### src/core/tg_defines.vh
`ifndef TG_DEFINES_VH
`define TG_DEFINES_VH

// ----------------------------------------
// rate gate
// ----------------------------------------
`define TG_RATE_PERIOD    7'd100
`define TG_RATE_ONE       7'd1

// ----------------------------------------
// pattern encodings
// ----------------------------------------
`define TG_PAT_ZERO       3'h0
`define TG_PAT_ONE        3'h1
`define TG_PAT_INC        3'h2
`define TG_PAT_DEC        3'h3
`define TG_PAT_LFSR       3'h4

// ----------------------------------------
// block layout: 16 words of 32 bytes per 512-byte block
// ----------------------------------------
`define TG_WORDS_PER_BLK_LOG2 4
`define TG_BLK_LAST       4'hF
`define TG_SECT_HI_PAD    16'h0000

// ----------------------------------------
// lfsr seeds for the two 128-bit halves
// ----------------------------------------
`define TG_SEED_MASK_LO   32'h0000FFFF
`define TG_SEED_MASK_HI   32'hFFFF0000
// all-zero and all-ones are both fixed points of the recurrence; bit 0 set, bit 30 clear avoids them
`define TG_SEED_SET       32'h00000001
`define TG_SEED_CLR       32'h40000000

`endif

### src/core/tg_traffic_gen.v
`timescale 1ns/1ns
`include "tg_defines.vh"

// Summary of operation
// - gate high rate_setting cycles per hundred
// - rate counter runs only while transfer active
// - no push or pop while gate low
// - push when not nearly full and gated
// - pop when not empty and gated
// - accept length, sector, pattern, rate, direction, verify
// - length converted to end count
// - count words, stop at end count
// - five selectable patterns
// - constant patterns carry no header
// - counting patterns: 64-bit header per block
// - header dwords hold sector index bits
// - write data is 256-bit per push
// - compare popped word with expected word
// - mismatch raises fail flag
// - sector index loads start, increments per block
// - lfsr polynomial x31+x21+x+1
// - increment from counter, decrement inverts it
module tg_traffic_gen #(
  parameter LEN_W  = 32,
  parameter SECT_W = 48,
  parameter DATA_W = 256
) (
  input  wire              core_clk_in,
  input  wire              sys_rst_in,
  input  wire              start_in,
  input  wire              direction_read_in,
  input  wire              verify_enable_in,
  input  wire [LEN_W-1:0]  transfer_length_in,
  input  wire [SECT_W-1:0] start_sector_in,
  input  wire [2:0]        pattern_choice_in,
  input  wire [6:0]        rate_setting_in,
  input  wire              wr_fifo_nearly_full_in,
  output reg               wr_fifo_push_out,
  output reg  [DATA_W-1:0] wr_fifo_data_out,
  input  wire              rd_fifo_has_none_in,
  input  wire [DATA_W-1:0] rd_fifo_data_in,
  output wire              rd_fifo_pop_out,
  output reg               write_active_out,
  output reg               read_active_out,
  output reg               mismatch_flag_out,
  output reg  [LEN_W-1:0]  moved_count_out
);

  // ----------------------------------------
  // state
  // ----------------------------------------
  reg  [6:0]        rate_cycle_count;
  reg               rate_gate;
  reg               next_rate_gate;
  reg  [LEN_W-1:0]  end_count;
  reg  [SECT_W-1:0] sector_index;
  reg  [LEN_W-1:0]  gen_count;
  reg  [31:0]       lfsr_lo;
  reg  [31:0]       lfsr_hi;
  reg               pop_d1;
  reg               pop_d2;
  reg  [DATA_W-1:0] rd_data_d;
  reg  [2:0]        pattern_sel;
  reg               verify_en;
  wire              active;
  wire              gen_step;
  wire              next_wr_fifo_push;
  wire              blk_first;
  wire              blk_last;
  reg  [DATA_W-1:0] expected;
  reg  [DATA_W-1:0] exp_d1;
  reg  [DATA_W-1:0] exp_d2;
  reg  [127:0]      lfsr_lo_w;
  reg  [127:0]      lfsr_hi_w;
  reg  [31:0]       next_lfsr_lo;
  reg  [31:0]       next_lfsr_hi;
  integer           i;

  assign active = write_active_out | read_active_out;

  // ----------------------------------------
  // rate gate
  // ----------------------------------------
  // counter runs only when active
  always @(posedge core_clk_in)
  begin
    if (sys_rst_in || !active)
      rate_cycle_count <= `TG_RATE_PERIOD;
    else if (rate_cycle_count == `TG_RATE_PERIOD)
      rate_cycle_count <= `TG_RATE_ONE;
    else
      rate_cycle_count <= rate_cycle_count + `TG_RATE_ONE;
  end

  // gate open for rate_setting cycles of each hundred
  always @*
  begin
    next_rate_gate = rate_gate;
    if (!active)
      next_rate_gate = 1'b0;
    else if (rate_cycle_count == `TG_RATE_PERIOD)
      next_rate_gate = (rate_setting_in != 7'h00);
    else if (rate_cycle_count >= rate_setting_in)
      next_rate_gate = 1'b0;
  end

  always @(posedge core_clk_in)
  begin
    if (sys_rst_in)
      rate_gate <= 1'b0;
    else
      rate_gate <= next_rate_gate;
  end

  // ----------------------------------------
  // transfer control
  // ----------------------------------------
  // pop when data present and gate open, read fifo
  // no pop beyond the end count
  assign rd_fifo_pop_out = read_active_out & rate_gate & ~rd_fifo_has_none_in &
                           (gen_count < end_count);

  // words are generated when a push is decided, or on a pop for the expected word
  assign gen_step  = next_wr_fifo_push | rd_fifo_pop_out;
  assign blk_first = (gen_count[`TG_WORDS_PER_BLK_LOG2-1:0] == 4'h0);
  assign blk_last  = (gen_count[`TG_WORDS_PER_BLK_LOG2-1:0] == `TG_BLK_LAST);

  always @(posedge core_clk_in)
  begin
    if (sys_rst_in)
    begin
      write_active_out <= 1'b0;
      read_active_out  <= 1'b0;
      end_count        <= {LEN_W{1'b0}};
      pattern_sel      <= `TG_PAT_ZERO;
      verify_en        <= 1'b0;
    end
    else if (start_in && !active)
    begin
      write_active_out <= ~direction_read_in & (transfer_length_in != {LEN_W{1'b0}});
      read_active_out  <= direction_read_in & (transfer_length_in != {LEN_W{1'b0}});
      // length in 512-byte blocks times 16 words
      end_count   <= transfer_length_in << `TG_WORDS_PER_BLK_LOG2;
      pattern_sel <= pattern_choice_in;
      verify_en   <= verify_enable_in;
    end
    else
    begin
      if (write_active_out && wr_fifo_push_out && (moved_count_out + 1'b1 == end_count))
        write_active_out <= 1'b0;
      if (read_active_out && pop_d2 && (moved_count_out + 1'b1 == end_count))
        read_active_out <= 1'b0;
    end
  end

  // push decision, uses the gate it will meet, stops at end
  assign next_wr_fifo_push = write_active_out & next_rate_gate & ~wr_fifo_nearly_full_in &
                             (gen_count < end_count);

  always @(posedge core_clk_in)
  begin
    if (sys_rst_in)
      wr_fifo_push_out <= 1'b0;
    else
      wr_fifo_push_out <= next_wr_fifo_push;
  end

  // moved count, read side counts two cycles after pop
  always @(posedge core_clk_in)
  begin
    if (sys_rst_in || (start_in && !active))
      moved_count_out <= {LEN_W{1'b0}};
    else if ((write_active_out && wr_fifo_push_out) || (read_active_out && pop_d2))
      moved_count_out <= moved_count_out + 1'b1;
  end

  // ----------------------------------------
  // pattern generator
  // ----------------------------------------
  // four look-ahead steps of x31+x21+x+1 per half
  always @*
  begin
    next_lfsr_lo = lfsr_lo;
    next_lfsr_hi = lfsr_hi;
    lfsr_lo_w    = 128'h0;
    lfsr_hi_w    = 128'h0;
    for (i = 0; i < 4; i = i + 1)
    begin
      lfsr_lo_w[i*32 +: 32] = next_lfsr_lo;
      lfsr_hi_w[i*32 +: 32] = next_lfsr_hi;
      next_lfsr_lo = {next_lfsr_lo[30:0], next_lfsr_lo[30] ^ next_lfsr_lo[20] ^ next_lfsr_lo[0]};
      next_lfsr_hi = {next_lfsr_hi[30:0], next_lfsr_hi[30] ^ next_lfsr_hi[20] ^ next_lfsr_hi[0]};
    end
  end

  always @*
  begin
    expected = {DATA_W{1'b0}};
    case (pattern_sel)
      `TG_PAT_ZERO: expected = {DATA_W{1'b0}};
      `TG_PAT_ONE:  expected = {DATA_W{1'b1}};
      `TG_PAT_INC:  expected = {8{gen_count[31:0]}};
      `TG_PAT_DEC:  expected = ~{8{gen_count[31:0]}};
      `TG_PAT_LFSR: expected = {lfsr_hi_w, lfsr_lo_w};
      default:      expected = {DATA_W{1'b0}};
    endcase
    if ((pattern_sel == `TG_PAT_INC || pattern_sel == `TG_PAT_DEC ||
         pattern_sel == `TG_PAT_LFSR) && blk_first)
      expected[63:0] = {`TG_SECT_HI_PAD, sector_index[47:32], sector_index[31:0]};
  end

  // sector index loads start, advances per block
  always @(posedge core_clk_in)
  begin
    if (sys_rst_in)
    begin
      gen_count    <= {LEN_W{1'b0}};
      sector_index <= {SECT_W{1'b0}};
      lfsr_lo      <= 32'h0;
      lfsr_hi      <= 32'h0;
    end
    else if (start_in && !active)
    begin
      gen_count    <= {LEN_W{1'b0}};
      sector_index <= start_sector_in;
      // seeds mix the sector with its inverse; forced bits keep them off the fixed points
      lfsr_lo <= ((start_sector_in[31:0] & `TG_SEED_MASK_LO) |
                  (~start_sector_in[31:0] & `TG_SEED_MASK_HI) | `TG_SEED_SET) & ~`TG_SEED_CLR;
      lfsr_hi <= ((~start_sector_in[31:0] & `TG_SEED_MASK_LO) |
                  (start_sector_in[31:0] & `TG_SEED_MASK_HI) | `TG_SEED_SET) & ~`TG_SEED_CLR;
    end
    else if (gen_step)
    begin
      gen_count <= gen_count + 1'b1;
      lfsr_lo   <= next_lfsr_lo;
      lfsr_hi   <= next_lfsr_hi;
      if (blk_last)
        sector_index <= sector_index + 1'b1;
    end
  end

  always @(posedge core_clk_in)
  begin
    if (sys_rst_in)
      wr_fifo_data_out <= {DATA_W{1'b0}};
    else if (next_wr_fifo_push)
      wr_fifo_data_out <= expected;
  end

  // ----------------------------------------
  // read check
  // ----------------------------------------
  // read data is taken one cycle after pop and compared on the next
  always @(posedge core_clk_in)
  begin
    if (sys_rst_in)
    begin
      pop_d1    <= 1'b0;
      pop_d2    <= 1'b0;
      rd_data_d <= {DATA_W{1'b0}};
      exp_d1    <= {DATA_W{1'b0}};
      exp_d2    <= {DATA_W{1'b0}};
    end
    else
    begin
      pop_d1    <= rd_fifo_pop_out;
      pop_d2    <= pop_d1;
      rd_data_d <= rd_fifo_data_in;
      exp_d1    <= expected;
      exp_d2    <= exp_d1;
    end
  end

  // compare, raise flag, sticky and verify gated
  always @(posedge core_clk_in)
  begin
    if (sys_rst_in || (start_in && !active))
      mismatch_flag_out <= 1'b0;
    else if (pop_d2 && verify_en && (rd_data_d != exp_d2))
      mismatch_flag_out <= 1'b1;
  end

endmodule

### config.mk
export PLATFORM = sky130hd
export DESIGN_NAME = tg_traffic_gen
export DESIGN_NICKNAME = d
export VERILOG_FILES = /design/src/core/tg_traffic_gen.v
export VERILOG_INCLUDE_DIRS = /design/src /design/src/core
export SDC_FILE = /design/constraint.sdc
export NUM_CORES = 2
export LEC_CHECK = 0
export BUFFER_PORTS_ARGS = -buffer_cell sky130_fd_sc_hd__buf_4
export CAP_MARGIN = 20
export CORE_MARGIN = 3
export CORE_UTILIZATION = 50
export CTS_BUF_LIST = sky130_fd_sc_hd__clkbuf_8 sky130_fd_sc_hd__clkbuf_16
export DETAILED_ROUTE_END_ITERATION = 6
export PLACE_DENSITY = 0.71
export SLEW_MARGIN = 20
export SYNTH_ARGS = -nofsm -noshare
export SYNTH_HDL_FRONTEND = slang
export SYNTH_SLANG_ARGS = --single-unit
### constraint.sdc
create_clock -name core_clk_in -period 3.1 [get_ports core_clk_in]
set_input_delay 0.155 -clock core_clk_in [delete_from_list [all_inputs] [get_ports core_clk_in]]
set_output_delay 0.155 -clock core_clk_in [all_outputs]
set_load 0.01 [all_outputs]
Yosys cells after proc, flatten, opt, wreduce, memory -nomap -nowiden:

Cells that the tools add are included.

* flip-flop bits (word level): 1246
* bits of input ports: 353
* output and inout port bits: 293
* logic and storage cells: 111

* add/sub/neg operators: 4
* $lt $le $gt $ge: 2
* eq/ne operators: 8
* mux-type cells: 17
* bitwise operators: 33
* reduce and logical (&&, ||, !) cells: 24

Operators with widths (number)
* case mux 256 bit (4 select lines): 1
* != test 256 bit: 1
* inverter 256 bit: 1
* 2-to-1 mux 48 bit: 3
* 2-to-1 mux 32 bit: 4
* adder 32 x 1 -> 32 bit (second input constant): 2
* 2-to-1 mux 64 bit: 1
* bitwise OR 16 x 32 -> 32 bit: 2
* adder 48 x 1 -> 48 bit (second input constant): 1
* equality test 32 bit: 1
* < comparator 32 bit: 1
* inverter 32 bit: 1
* nonzero test 32 bit: 1
* bitwise XOR 1 bit: 16
* AND 1 bit: 8
* logical AND 1 bit: 8
* nonzero test 2 bit: 4
* adder 7 x 1 -> 7 bit (second input constant): 1
* equality test 7 bit (second input constant): 1
* greater-or-equal comparator 7 bit: 1
* 2-to-1 mux 1 bit: 7
* 2-to-1 mux 7 bit: 1
* nonzero test 7 bit: 1
* equality test 3 x 2 -> 1 bit (second input constant): 2
* 10 further kinds: 18

Logic depth before layout (Yosys ltp):

* word-level depth: 10
* mapped depth: 14

Least setup slack after synthesis:

OpenSTA, ideal clock, no wires.

* kind: reg2reg
* start: register end_count[25]
* end: register wr_fifo_data_out[100]
* arrival time: 2.628 ns
* required time: 2.966 ns
* setup slack: 0.338 ns
* stages on the path, launching flop included: 13
* period minus slack after synthesis: 2.762 ns
* cell sequence: dfxtp_1 inv_1 ha_1 a21o_1 a21o_1 a21oi_1 o21ai_1 a311o_1 nor3_1 clkbuf_1 clkbuf_1 buf_2 a211oi_1

* cells in the longest elaborated chain, start to end: 2

Ends and longest elaborated chain
* start, declared: RTL line tg_traffic_gen.v:55 `reg [LEN_W-1:0] end_count;`
* start signal, assigned: RTL line tg_traffic_gen.v:134 `end_count <= {LEN_W{1'b0}};`
* start signal, assigned: RTL line tg_traffic_gen.v:143 `` end_count <= transfer_length_in << `TG_WORDS_PER_BLK_LOG2; ``
* < comparator 32 bit: RTL line tg_traffic_gen.v:158 `(gen_count < end_count);`
* AND 1 bit: RTL line tg_traffic_gen.v:157 `assign next_wr_fifo_push = write_active_out & next_rate_gate & ~wr_fifo_nearly_full_in &`
* end signal, assigned: RTL line tg_traffic_gen.v:245 `wr_fifo_data_out <= {DATA_W{1'b0}};`
* end signal, assigned: RTL line tg_traffic_gen.v:247 `wr_fifo_data_out <= expected;`
* end, declared: RTL line tg_traffic_gen.v:39 `output reg [DATA_W-1:0] wr_fifo_data_out,`

No other way between the ends.
A chain may end at the register's enable or synchronous reset.

Final worst setup path:

* start: register gen_count[30]
* end: register lfsr_lo[28]

* cells in the longest elaborated chain, start to end: 4
* elaborated cells on any way between the ends: 5
* classes of those cells: order compare: 1; bitwise: 3; reduce/logical: 1

Ends and longest elaborated chain
* start, declared: RTL line tg_traffic_gen.v:57 `reg [LEN_W-1:0] gen_count;`
* start signal, assigned: RTL line tg_traffic_gen.v:217 `gen_count <= {LEN_W{1'b0}};`
* start signal, assigned: RTL line tg_traffic_gen.v:224 `gen_count <= {LEN_W{1'b0}};`
* start signal, assigned: RTL line tg_traffic_gen.v:234 `gen_count <= gen_count + 1'b1;`
* < comparator 32 bit (*): RTL line tg_traffic_gen.v:121, tg_traffic_gen.v:158
* AND 1 bit (on tied branches): RTL line tg_traffic_gen.v:157, tg_traffic_gen.v:120
* bitwise OR 1 bit (*): RTL line tg_traffic_gen.v:124 `assign gen_step = next_wr_fifo_push | rd_fifo_pop_out;`
* nonzero test 2 bit (no line) (*)
* end signal, assigned: RTL line tg_traffic_gen.v:227 `` lfsr_lo <= ((start_sector_in[31:0] & `TG_SEED_MASK_LO) | ``
* end signal, assigned: RTL line tg_traffic_gen.v:235 `lfsr_lo <= next_lfsr_lo;`
* end, declared: RTL line tg_traffic_gen.v:58 `reg [31:0] lfsr_lo;`

Every way passes the cells marked *; elsewhere a longest branch is shown, timed or not.

==> metrics.csv <==
stage,metric,value,unit
pwr,Leak,24.4,nW
pwr,Overall Power,38.6,mW
floorplanning,Die Wd,309,um
detailed_routing,Post-Route WL,196000,um
grt,grt ovf,0,
synthesis,main flop type after synthesis,dfxtp_1,
floorplanning,Core Area,90400,um2
timing,"Slew Viols, Final",0,
setup_path,Critical Path AT,3.75,ns
placed_design,placed wire-length estimate,142000,um
detailed_routing,DRC errors left,0,
timing,PnR worst setup slack,-0.0110,ns
detailed_routing,vias,41700,
run,max-cap check violation count,0,
synthesis,asr flop ratio synth,0,
detailed_routing,routed len/inst,27.1,um
synthesis,number of flops mapped to enable cells by yosys,0,
synthesis,Post-Syn Area,45900,um2
grt,first-pass GRT wire length,270000,um
synthesis,YS warnings,0,
timing,Max Freq,321,MHz
pwr,Worst VDD drop,548,uV
detailed_routing,DRT iter0 DRCs,5696,
synthesis,net count after synthesis,5306,
final_layout,layout cells sized above 1,0.196,
setup_path,CP Launch Type,flip-flop,
clock_tree,Clock transition at path regs,0.06,ns
clock_tree,Num CTS Buffers,131,
grt,largest net degree at the start of global routing,162,
floorplanning,Starting Density,0.507,
detailed_routing,First-pass DRT Iterations,6,
synthesis,share of the synthesized area in the top cell type,0.544,
timing,post-layout min period,3.11,ns
grt,GRT Overall Usage,0.392,
outcome,outcome,"complete, but fails checks",
grt,antenna violations before repair,15,
floorplanning,number of core rows,110,
pwr,combinational power share,0.124,
grt,vias in the first global route,38800,
floorplanning,DIE HEIGHT,309,um
final_layout,# nets final,6325,
clock_tree,clock sinks,1246,
clock_tree,"Clk Latency, worst-skew pair",0.74,ns
timing,Worst Max-Slew Pin Slew,1.27,ns
setup_path,WP data required,3.74,ns
pwr,Seq pwr share,0.456,
synthesis,syn_area_per_cell,9.34,um2
clock_tree,clk root buf,clkbuf_16,
pwr,Internal Dissipation,28.1,mW
setup_path,Max Fanout on Critical Path,16,
detailed_routing,Avg Vias per Cell,5.77,
clock_tree,CTS tree,done,
pwr,sw frac,0.271,
clock_tree,CTS max path bufs,3,
timing,crit share post-route,1.00,
detailed_routing,ANT nets after route,0,
pwr,Sw Pwr,10.5,mW
setup_path,Crit. End Element,flip-flop,
setup_path,WS Path Type,flip-flop to flip-flop,
pwr,pwr/cell area,629,nW/um2
synthesis,Seq cells post-synth,1246,
floorplanning,IO Pins,646,
setup_path,R2R Setup Slk,-0.01,ns
outcome,failing checks,negative setup slack,
pwr,clock group share of total power,0.419,
timing,Hold Fails Final Rpt,0,
synthesis,synth top area cells,"dfxtp_1 (54%), nor2b_1 (7.1%), nor2_1 (5.8%)",
timing,clk_skew,0.0248,ns
timing,Fin Setup TNS,-0.0110,ns
synthesis,"area leader, netlist",dfxtp_1,
clock_tree,CTS H-Tree Depth,4,
timing,Final setup violation count,1,
placed_design,gpl congestion,1.02,
synthesis,library cells used by synthesis,75,
floorplanning,Die ar.,95400,um2
hold_path,Hold WC Path Type,input port to flip-flop,
timing,RSZ-0062 raised after global routing,yes,
placed_design,Port Buffer Count,645,
timing,slew margin rel.,0.153,
synthesis,synthesized instance count,4913,
placed_design,pre-CTS setup slack,-0.125,ns
final_layout,area grow syn2layout,33.8,%
synthesis,sequential fraction of the synthesis area,0.544,
==> path summary, 6_finish.rpt <==
check | from | endpoint | cells after the start
setup / recovery | gen_count[30] | lfsr_lo[28] | 11
hold / removal | start_in | sector_index[16] | 3
setup reg to reg | gen_count[30] | lfsr_lo[28] | 11
hold reg to reg | exp_d1[157] | exp_d2[157] | 1
==> kinds of logic after synthesis <==
logic type      after synthesis  share of synthesized area
simple gates               1876                      0.205
mux                           9                    0.00196
xor+xnor                    360                     0.0687
fa+ha+maj                    40                     0.0109
buf+inv                     409                     0.0359
compound gates              973                      0.134
flops                      1246                      0.544
==> power by group through the flow <==
stage | Sequential (mW) | Combinational [mW] | Clock [mW]
floorplan | 17.6 | 2.09 | 0
global placement | 17.9 | 4.11 | 0
detailed placement | 17.9 | 4.14 | 0
CTS | 17.5 | 4.55 | 16.2
global route | 17.6 | 5.01 | 16.9
finish | 17.6 | 4.80 | 16.2
==> layer usage <==
metal  global-route usage  share of wire
met2                0.614           0.44
met4                0.217          0.066
met3               0.0909           0.10
met5                    0        0.00035
met1                0.501           0.39
==> critical path, stage by stage, from the launching register on <==
cell and delay [ns]:
dfxtp_1 0.51, ha_4 0.26, and3_4 0.15, and3_4 0.19
nor2b_2 0.17, a311o_2 0.45, buf_4 0.23, nor3_4 0.30
buf_4 0.20, clkbuf_16 0.19, a21oi_1 0.09, a221oi_1 0.29
==> placed cells by master (no fill, tap or decap), types with 9 or more instances in the layout <==
master	n
a211oi_1	262
buf_4	843
nor4_1	55
dfxtp_1	1233
nand2b_1	9
clkbuf_16	140
nand2_1	238
dlygate4sd3_1	343
o221a_2	11
a221oi_1	22
nand4_1	87
bufinv_16	9
a31oi_1	22
xnor2_1	200
clkbuf_8	25
or3_1	36
nand3_1	77
inv_1	91
and4_1	16
a21oi_1	467
a21o_1	12
clkinv_2	20
mux2i_1	9
xor2_1	160
and3_1	23
dfxtp_2	13
o31ai_1	39
and2_1	11
buf_12	20
nor2_1	703
o21ai_0	47
or4_1	30
o22ai_1	9
a311oi_1	9
nor3_1	30
nor2b_1	518
ha_1	37
==> state kept, by name, indices dropped and copies added, names as in the netlist, 3 cells and up <==
name	flops
gen_count	32
end_count	28
rd_data_d	256
lfsr_lo	32
exp_d2	256
pattern_sel	3
wr_fifo_data_out	256
sector_index	48
rate_cycle_count	7
moved_count_out	32
lfsr_hi	32
exp_d1	256
==> cell type report <==
cell class / count / area [um2]
clock inverters: 78 / 806
repair buffers: 1224 / 10600
clock buffers: 159 / 3700
inverters: 71 / 267
flip-flops and latches: 1246 / 25000
diodes: 8 / 20.0
well taps: 1176 / 1470
multi-input cells: 3258 / 19600
fillers: 6951 / 29100
==> synth_stat cells, drive strengths merged, types with 7 or more instances <==
master	count
buf	104
nor3	34
o22ai	9
a22oi	8
or3	38
nor2b	519
nand2b	9
nand4	88
a21boi	7
and2	12
inv	70
and4	16
and3	25
nand3	79
xor2	160
nor4	62
a31oi	22
o221a	11
a21oi	473
nor2	704
ha	40
a211oi	264
nand2	241
or4	35
a311oi	12
a21o	12
a221oi	24
o31ai	40
dfxtp	1246
mux2i	9
o21ai	50
clkbuf	234
xnor2	200
==> what timing repair did <==
action,in CTS,in global routing
pin swaps,3,21
hold buffers,343,0
cloned,1,6
setup buffers,3,14
resized for setup,13,55
endpoints found under the setup margin,227,313
endpoints found under the hold margin,422,0
==> stage by stage <==
stage / hold slack [ns] / instances / cell area (um2) / util
finish: 0.0723 / 7220 / 61300 / 0.678
global placement: 0.367 / 6609 / 52700 / 0.583
global route: 0.0838 / 7212 / 61300 / 0.678
detailed placement: 0.370 / 6609 / 52700 / 0.583
CTS: 0.0219 / 7193 / 60800 / 0.672
floorplan: 0.266 / 4913 / 45900 / -
Power figures use the tool's default switching activity.
